$ cat src/rcs_map.vh
// constants for the reset and configuration sequencer
// assumes one 50 MHz clock that also serves as input and reference clock
`ifndef RCS_MAP_VH
`define RCS_MAP_VH

// ----------------------------------------
// register byte offsets
// ----------------------------------------
`define RCS_STATUS_OFS 8'h00
`define RCS_STRAPS_OFS 8'h04
`define RCS_CFG_WORD_OFS 8'h08
`define RCS_DSI_CFG_OFS 8'h0C

// ----------------------------------------
// status fields
// ----------------------------------------
`define RCS_ST_STATE_LSB 0
`define RCS_ST_PLL_TMO 4
`define RCS_ST_CFG_VALID 5
`define RCS_ST_CFG_DEFAULT 6
`define RCS_ST_POR_FLOW 7
`define RCS_ST_HARD 8
`define RCS_ST_SOFT 9

// ----------------------------------------
// strap fields
// ----------------------------------------
`define RCS_SP_SOURCE 0
`define RCS_SP_ROLE 1
`define RCS_SP_SYNC 2
`define RCS_SP_WIDTH 3
`define RCS_SP_SLOT_LSB 4
`define RCS_SP_BOOT_LSB 8
`define RCS_SP_WDOG 11
`define RCS_SP_CLKMODE_LSB 12
`define RCS_STRAP_W 14

// ----------------------------------------
// reset values and timing counts
// ----------------------------------------
`define RCS_DEFAULT_CFG 32'h00000000
`define RCS_POR_HOLD_CYC 1024
`define RCS_PLL_LOCK_CYC 6400
`define RCS_PLL_REF_DIV 1
`define RCS_HARD_REL_CYC 512
`define RCS_SOFT_REL_CYC 515
`define RCS_SOFT_EXT_CYC 16

`endif

$ cat src/cycle_counter.v
// saturating cycle counter used for all sequencer delays
// assumes clear is a synchronous one-cycle request from the same clock
`timescale 1ns/1ps
module cycle_counter #(
  parameter CNT_W = 16
) (
  input wire clk,
  input wire reset,
  input wire clear,
  output reg [CNT_W-1:0] count_q
);
  always @(posedge clk or posedge reset) begin
    if (reset) begin
      count_q <= {CNT_W{1'b0}};
    end else if (clear) begin
      count_q <= {CNT_W{1'b0}};
    end else if (count_q != {CNT_W{1'b1}}) begin
      count_q <= count_q + {{(CNT_W-1){1'b0}}, 1'b1};
    end
  end
endmodule // cycle_counter

$ cat src/reset_config_sequencer.v
// power-on reset sequencer with strap sampling and reset configuration capture
// assumes pins arrive asynchronously, apb and the system-bus config port are on clk
//
// The APB interface to the registers and the register addresses were decided locally.
`timescale 1ns/1ps
`include "rcs_map.vh"

// Operation
// RULE1: board holds power-on reset at least sixteen cycles
// RULE2: internal reset held 1024 cycles after release
// RULE3: pll lock expected within 6400 divided cycles
// RULE4: hard reset released 512 cycles after lock
// RULE5: soft reset released 515 cycles after lock
// RULE6: fourteen straps captured at power-on release
// RULE7: config from direct port or system bus
// RULE8: system bus config as master or slave
// RULE9: slave without written word gets default
// RULE10: hard reset always drives soft reset too
// RULE11: external soft reset seen only when idle
// RULE12: direct port after por, bus after por/hard
// RULE13: both lines held until their release counts
module reset_config_sequencer #(
  parameter CNT_W = 16,
  parameter POR_HOLD_CYC = `RCS_POR_HOLD_CYC,
  parameter PLL_LOCK_CYC = `RCS_PLL_LOCK_CYC,
  parameter PLL_REF_DIV = `RCS_PLL_REF_DIV,
  parameter SOFT_EXT_CYC = `RCS_SOFT_EXT_CYC
) (
  input wire clk,
  input wire reset,
  input wire power_on_reset_in,
  input wire [`RCS_STRAP_W-1:0] strap_in,
  input wire system_pll_lock,
  input wire hard_reset_line_in,
  output reg hard_reset_line_out,
  output reg hard_reset_line_oe,
  input wire soft_reset_line_in,
  output reg soft_reset_line_out,
  output reg soft_reset_line_oe,
  output reg internal_por_q,
  output reg [`RCS_STRAP_W-1:0] strap_q,
  output reg [31:0] cfg_word_q,
  output reg cfg_valid_q,
  output reg cfg_fetch_q,
  input wire sysbus_cfg_valid,
  input wire [31:0] sysbus_cfg_word,
  input wire psel,
  input wire penable,
  input wire pwrite,
  input wire [7:0] paddr,
  input wire [31:0] pwdata,
  output reg [31:0] prdata,
  output reg pready,
  output reg pslverr
);
  localparam S_POR = 3'd0;
  localparam S_HOLD = 3'd1;
  localparam S_PLL = 3'd2;
  localparam S_REL = 3'd3;
  localparam S_RUN = 3'd4;
  localparam S_SOFT = 3'd5;
  localparam [31:0] POR_LAST_W = POR_HOLD_CYC - 1;
  localparam [31:0] PLL_LAST_W = PLL_LOCK_CYC * PLL_REF_DIV - 1;
  localparam [31:0] HARD_LAST_W = `RCS_HARD_REL_CYC - 1;
  localparam [31:0] SOFT_LAST_W = `RCS_SOFT_REL_CYC - 1;
  localparam [31:0] EXT_LAST_W = SOFT_EXT_CYC - 1;
  localparam [CNT_W-1:0] POR_LAST = POR_LAST_W[CNT_W-1:0];
  localparam [CNT_W-1:0] PLL_LAST = PLL_LAST_W[CNT_W-1:0];
  localparam [CNT_W-1:0] HARD_LAST = HARD_LAST_W[CNT_W-1:0];
  localparam [CNT_W-1:0] SOFT_LAST = SOFT_LAST_W[CNT_W-1:0];
  localparam [CNT_W-1:0] EXT_LAST = EXT_LAST_W[CNT_W-1:0];

  // ----------------------------------------
  // pin synchronisers
  // ----------------------------------------
  reg por_s1_q, por_s2_q, por_s3_q;
  reg lock_s1_q, lock_s2_q;
  reg hard_s1_q, hard_s2_q, hard_s3_q;
  reg soft_s1_q, soft_s2_q, soft_s3_q;
  reg [`RCS_STRAP_W-1:0] strap_s1_q, strap_s2_q;
  always @(posedge clk or posedge reset) begin
    if (reset) begin
      // reads as power-on asserted, so a released pin gives an edge
      por_s1_q <= 1'b0;
      por_s2_q <= 1'b0;
      por_s3_q <= 1'b0;
      lock_s1_q <= 1'b0;
      lock_s2_q <= 1'b0;
      hard_s1_q <= 1'b1;
      hard_s2_q <= 1'b1;
      hard_s3_q <= 1'b1;
      soft_s1_q <= 1'b1;
      soft_s2_q <= 1'b1;
      soft_s3_q <= 1'b1;
      strap_s1_q <= {`RCS_STRAP_W{1'b0}};
      strap_s2_q <= {`RCS_STRAP_W{1'b0}};
    end else begin
      por_s1_q <= power_on_reset_in;
      por_s2_q <= por_s1_q;
      por_s3_q <= por_s2_q;
      lock_s1_q <= system_pll_lock;
      lock_s2_q <= lock_s1_q;
      hard_s1_q <= hard_reset_line_in;
      hard_s2_q <= hard_s1_q;
      hard_s3_q <= hard_s2_q;
      soft_s1_q <= soft_reset_line_in;
      soft_s2_q <= soft_s1_q;
      soft_s3_q <= soft_s2_q;
      strap_s1_q <= strap_in;
      strap_s2_q <= strap_s1_q;
    end
  end
  wire por_release = por_s2_q & ~por_s3_q;
  wire hard_fall = hard_s3_q & ~hard_s2_q;
  wire soft_fall = soft_s3_q & ~soft_s2_q;

  // ----------------------------------------
  // sequencer
  // ----------------------------------------
  reg [2:0] state_q, state_d;
  reg por_flow_q;
  reg pll_tmo_q;
  reg cfg_default_q;
  reg fetch_done_q;
  wire [CNT_W-1:0] cnt;

  cycle_counter #(.CNT_W(CNT_W)) u_cnt (
    .clk(clk),
    .reset(reset),
    .clear(state_d != state_q),
    .count_q(cnt)
  );

  always @* begin
    state_d = state_q;
    case (state_q)
      S_POR: begin
        if (por_release) begin // [RULE1]
          state_d = S_HOLD;
        end
      end
      S_HOLD: begin
        if (cnt == POR_LAST) begin // [RULE2]
          state_d = S_PLL;
        end
      end
      S_PLL: begin
        if (lock_s2_q) begin
          state_d = S_REL;
        end
      end
      S_REL: begin
        if (cnt == SOFT_LAST) begin // [RULE5]
          state_d = S_RUN;
        end
      end
      S_RUN: begin
        if (hard_fall) begin
          state_d = S_REL;
        end else if (soft_fall) begin // [RULE11]
          state_d = S_SOFT;
        end
      end
      S_SOFT: begin
        if (cnt == EXT_LAST) begin
          state_d = S_RUN;
        end
      end
      default: begin
        state_d = S_POR;
      end
    endcase
    if (~por_s2_q) begin
      state_d = S_POR;
    end
  end

  wire hard_drive = (state_q == S_POR) || (state_q == S_HOLD) || (state_q == S_PLL) ||
                    ((state_q == S_REL) && (cnt < HARD_LAST)); // [RULE4] [RULE13]
  wire soft_drive = hard_drive || ((state_q == S_REL) && (cnt < SOFT_LAST)) || (state_q == S_SOFT); // [RULE10] [RULE5]
  wire cfg_open = (state_q != S_RUN) && (state_q != S_SOFT);
  wire dsi_ok = cfg_open && por_flow_q && strap_q[`RCS_SP_SOURCE]; // [RULE7] [RULE12]
  wire bus_ok = cfg_open && ~strap_q[`RCS_SP_SOURCE]; // [RULE7] [RULE12]
  wire acc = psel && penable && pready;
  wire dsi_wr = acc && pwrite && (paddr == `RCS_DSI_CFG_OFS) && dsi_ok;
  wire bus_wr = sysbus_cfg_valid && bus_ok && ~cfg_valid_q;
  wire tmo_clr = acc && pwrite && (paddr == `RCS_STATUS_OFS) && pwdata[`RCS_ST_PLL_TMO];

  always @(posedge clk or posedge reset) begin
    if (reset) begin
      state_q <= S_POR;
      por_flow_q <= 1'b1;
      pll_tmo_q <= 1'b0;
      cfg_default_q <= 1'b0;
      fetch_done_q <= 1'b0;
      internal_por_q <= 1'b1;
      strap_q <= {`RCS_STRAP_W{1'b0}};
      cfg_word_q <= `RCS_DEFAULT_CFG;
      cfg_valid_q <= 1'b0;
      cfg_fetch_q <= 1'b0;
      hard_reset_line_out <= 1'b0;
      hard_reset_line_oe <= 1'b1;
      soft_reset_line_out <= 1'b0;
      soft_reset_line_oe <= 1'b1;
    end else begin
      state_q <= state_d;
      hard_reset_line_out <= 1'b0;
      soft_reset_line_out <= 1'b0;
      hard_reset_line_oe <= hard_drive;
      soft_reset_line_oe <= soft_drive;
      internal_por_q <= (state_q == S_POR) || (state_q == S_HOLD);
      if (por_release) begin
        strap_q <= strap_s2_q; // [RULE6]
      end
      if (state_q == S_POR) begin
        por_flow_q <= 1'b1;
        cfg_valid_q <= 1'b0;
        cfg_default_q <= 1'b0;
        fetch_done_q <= 1'b0;
      end else if ((state_q == S_RUN) && hard_fall) begin
        por_flow_q <= 1'b0;
        cfg_valid_q <= 1'b0;
        cfg_default_q <= 1'b0;
        fetch_done_q <= 1'b0;
      end else if (dsi_wr) begin
        cfg_word_q <= pwdata;
        cfg_valid_q <= 1'b1;
      end else if (bus_wr) begin
        cfg_word_q <= sysbus_cfg_word; // [RULE8]
        cfg_valid_q <= 1'b1;
      end else if ((state_q == S_REL) && (cnt == HARD_LAST) && ~cfg_valid_q) begin
        cfg_word_q <= `RCS_DEFAULT_CFG; // [RULE9]
        cfg_valid_q <= 1'b1;
        cfg_default_q <= 1'b1;
      end
      cfg_fetch_q <= 1'b0;
      if (bus_ok && strap_q[`RCS_SP_ROLE] && ~fetch_done_q && (state_q == S_REL)) begin
        cfg_fetch_q <= 1'b1; // [RULE8]
        fetch_done_q <= 1'b1;
      end
      if ((state_q == S_PLL) && (cnt == PLL_LAST) && ~lock_s2_q) begin
        pll_tmo_q <= 1'b1; // [RULE3]
      end else if (tmo_clr) begin
        pll_tmo_q <= 1'b0;
      end
    end
  end

  // ----------------------------------------
  // apb slave, one wait state
  // ----------------------------------------
  reg [31:0] rdata_d;
  reg hit_d;
  always @* begin
    rdata_d = 32'h00000000;
    hit_d = 1'b1;
    case (paddr)
      `RCS_STATUS_OFS: begin
        rdata_d[`RCS_ST_STATE_LSB+2:`RCS_ST_STATE_LSB] = state_q;
        rdata_d[`RCS_ST_PLL_TMO] = pll_tmo_q;
        rdata_d[`RCS_ST_CFG_VALID] = cfg_valid_q;
        rdata_d[`RCS_ST_CFG_DEFAULT] = cfg_default_q;
        rdata_d[`RCS_ST_POR_FLOW] = por_flow_q;
        rdata_d[`RCS_ST_HARD] = hard_reset_line_oe;
        rdata_d[`RCS_ST_SOFT] = soft_reset_line_oe;
      end
      `RCS_STRAPS_OFS: begin
        rdata_d[`RCS_STRAP_W-1:0] = strap_q;
      end
      `RCS_CFG_WORD_OFS, `RCS_DSI_CFG_OFS: begin
        rdata_d = cfg_word_q;
      end
      default: begin
        hit_d = 1'b0;
      end
    endcase
  end

  always @(posedge clk or posedge reset) begin
    if (reset) begin
      prdata <= 32'h00000000;
      pready <= 1'b0;
      pslverr <= 1'b0;
    end else if (psel && penable && ~pready) begin
      pready <= 1'b1;
      pslverr <= ~hit_d;
      prdata <= pwrite ? 32'h00000000 : rdata_d;
    end else begin
      pready <= 1'b0;
      pslverr <= 1'b0;
      prdata <= 32'h00000000;
    end
  end
endmodule // reset_config_sequencer

$ cat config.mk
export PLATFORM = sky130hd
export DESIGN_NAME = reset_config_sequencer
export DESIGN_NICKNAME = d
export VERILOG_FILES = /design/src/cycle_counter.v /design/src/reset_config_sequencer.v
export VERILOG_INCLUDE_DIRS = /design/src
export SDC_FILE = /design/constraint.sdc
export NUM_CORES = 1
export LEC_CHECK = 0
export BUFFER_PORTS_ARGS = -buffer_cell sky130_fd_sc_hd__buf_4
export CAP_MARGIN = 20
export CORE_ASPECT_RATIO = 1.4
export CORE_MARGIN = 4
export CORE_UTILIZATION = 56
export DETAILED_ROUTE_END_ITERATION = 8
export PLACE_DENSITY = 0.86
export SYNTH_ARGS = -nofsm -noshare
export SYNTH_HDL_FRONTEND = slang
export SYNTH_SLANG_ARGS = --single-unit
$ cat constraint.sdc
create_clock -name clk -period 7.2 [get_ports clk]
set_clock_uncertainty 0.1 [all_clocks]
set_input_delay 0.72 -clock clk [delete_from_list [all_inputs] [get_ports clk]]
set_output_delay 0.72 -clock clk [all_outputs]
set_load 0.01 [all_outputs]
==> results.sh <==
export IMPL_final_common_cell="buf_4"
export IMPL_gr_usage_all_layers_pct=26.75
export IMPL_grt_pass1_vias=5197
export IMPL_power_density_nw_per_um2=283.6
export IMPL_period_needed_ps=3442
export IMPL_dieArea_um2=12890
export IMPL_yosys_top_cells_area="dfrtp_1 55%, a2bb2oi_2 7.2%, a221oi_1 4.5%"
export IMPL_place_ws_ps=3846
export IMPL_ir_drop_mv=0.2011
export IMPL_worst_path_buf_inv=1
export IMPL_outcome="finished clean"
export IMPL_ys_flop_type="dfrtp_1"
export IMPL_crit_family="simple AND/OR/NAND/NOR gates"
export IMPL_num_io_pins=183
export IMPL_hpwlAfterDp_um=11790
export IMPL_gp_congestion=0.9360
export IMPL_max_cap_viol_count=0
export IMPL_grt_pass1_wl_um=27290
export IMPL_dr_pass1_iters=5
export IMPL_mostFrequentLayoutCells="188 x buf_4, 137 x dfrtp_1, 39 x nor2_1, 32 x a221oi_1, 30 x a2bb2oi_2"
export IMPL_holdBufCountCts=0
export IMPL_power_total_w=0.002329
export IMPL_post_cts_buffers=0
export IMPL_critPathKind="reg -> reg"
export IMPL_finalNetCount=771
export IMPL_drt_wl_total_um=17000
export IMPL_cp_max_fo=21
export IMPL_clockBufferDepth=2
export IMPL_drive_gt1_share_pct=41.69
export IMPL_num_rows=45
export IMPL_ys_types=57
export IMPL_worst_ep_arrival_time_ps=3660
export IMPL_cts_resized=0
export IMPL_h_tree_depth=4
export IMPL_overflow=0
export IMPL_fillers=640
export IMPL_ctsRootBufferMaster="clkbuf_16"
export IMPL_clk_pin_slew_worst_paths_ps=60
export IMPL_postSynthCellCount=504
export IMPL_finalSetupTns_ps=0
export IMPL_cp_cell_sequence="ha_1, nand3_1, nor2_1, nand4_1, a31oi_4, buf_4, a2bb2oi_1"
export IMPL_synth_seq_cells=147
export IMPL_insertion_delay_ps=420
export IMPL_avgRoutedWirePerCell_um=20.56
export IMPL_p_leak_nw=3.901
export IMPL_seq_area_frac_synth_pct=59.31
export IMPL_numCtsBuffers=17
export IMPL_placed_cell_area_um2=7656
export IMPL_crit_slowest_cell="nor2_1"
export IMPL_syn_avg_cell_area_um2=12.35
export IMPL_fin_ws_ps=3758
export IMPL_yosys_warnings=0
export IMPL_diodes=0
export IMPL_die_h_um=132.7
export IMPL_hold_viol=0
export IMPL_drt_iter0_markers=370
export IMPL_synth_area_leader_cell="dfrtp_1"
export IMPL_antenna_found_initial=0
export IMPL_synth_top_area_share_pct=55.09
export IMPL_ant_nets=0
export IMPL_dieWidth_um=97.10
export IMPL_worst_slew_pin_slew_ps=1030
export IMPL_routed_via_density=6.137
export IMPL_fmax_mhz=290.5
export IMPL_via_count=5075
export IMPL_rsz0062_at_grt="no"
export IMPL_final_area_um2=8212
export IMPL_utilization_pct=75.57
export IMPL_cp_start_kind="register"
export IMPL_syn2layout_area_growth_pct=31.95
export IMPL_setup_viol=0
export IMPL_min_delay_path_class="reg -> reg"
export IMPL_grt_max_degree=85
export IMPL_worstPathRequired_ps=7420
export IMPL_drc_errors=0
export IMPL_max_slew_margin_pct=31.22
export IMPL_netlist_area_um2=6223
export IMPL_start_util_pct=57.27
export IMPL_clock_sinks=147
export IMPL_drv_slew=0
export IMPL_finalCritPeriodShare_pct=47.81
export IMPL_io_buffer_count=180
export IMPL_end_kind="register"
export IMPL_ys_async_sr_fraction_pct=100.0
export IMPL_critPathMaxStageDelay_ps=720
export IMPL_cts_tree="yes"
export IMPL_synth_edf_count=0
export IMPL_core_area_um2=10870
## kinds of logic (layout without fill, tap and decap cells)
group	Yosys count	count (layout)	synth area share [%]
AOI/OAI and AO/OA	113	113	17.09
xor gates and xnor gates	11	11	1.548
adders and majority gates	2	2	0.4020
buffers and inverters	46	227	3.478
DFF	147	147	59.31
muxes	25	25	4.302
other	1	2	0.06026
and+or+nand+nor	159	159	13.81
## path summary, 6_finish.rpt
kind                             startpoint             end  slack, ps  cells after the start
min reg2reg                        por_s1_q        por_s2_q        250                      0
min in group asynchronous             reset      prdata[28]        340                      2
max                        u_cnt.count_q[0]  cfg_word_q[29]       3760                      7
max in group asynchronous             reset      prdata[12]       5390                      3
max reg2reg                u_cnt.count_q[0]  cfg_word_q[29]       3760                      7
min                                por_s1_q        por_s2_q        250                      0
## registers in the layout (all words and copies together) (netlist names), 3 cells and up
register       flops
cfg_word_q        32
prdata            32
u_cnt.count_q     16
strap_q           14
strap_s1_q        14
strap_s2_q        14
state_q            3
## synthesized netlist by cell type, types with 4 or more instances
library cell,n
a21oi_1,23
a221oi_1,32
a2bb2oi_2,30
and3_1,22
buf_4,5
clkbuf_1,27
dfrtp_1,137
dfstp_2,10
inv_1,6
mux2_2,14
mux2i_1,11
nand2_1,23
nand2b_1,4
nand3_1,10
nand4_1,13
nor2_1,39
nor3_1,20
nor4_1,6
o21ai_0,5
xor2_1,8
## where the power goes
group / internal, W / switching, W / leakage (nW)
Clock: 0.000460 / 0.000358 / 0.269
Sequential: 0.000928 / 0.000118 / 1.82
Combinational: 0.000261 / 0.000204 / 1.81
Total: 0.00165 / 0.000680 / 3.90
## metrics by stage
stage,hold WS [ps],instances
final,247.9,827
after global routing,251.9,827
after CTS,249.4,827
after detailed placement,234.7,795
after global placement,231.1,794
after floorplan,231.2,505
## routing by layer
metal  vias to the layer above  global-route usage [%]  wire (um)
li1                       2216                       -          -
met1                      2492                   29.79       5946
met2                       314                   47.24       9062
met3                        53                   7.120       1349
met4                         0                   12.88        645
met5                         -                       0          0
## area by class of cell
cell class | instances | area, um2 | area share (%)
Clock inverter | 13 | 112.6 | 1.371
Inverter | 7 | 31.28 | 0.3809
Sequential cell | 147 | 3691 | 44.95
Multi-Input combinational cell | 312 | 2346 | 28.57
Clock buffer | 19 | 442.9 | 5.394
Timing Repair Buffer | 188 | 1411 | 17.19
Tap cell | 141 | 176.4 | 2.148
(Power assumes the default switching activity.)
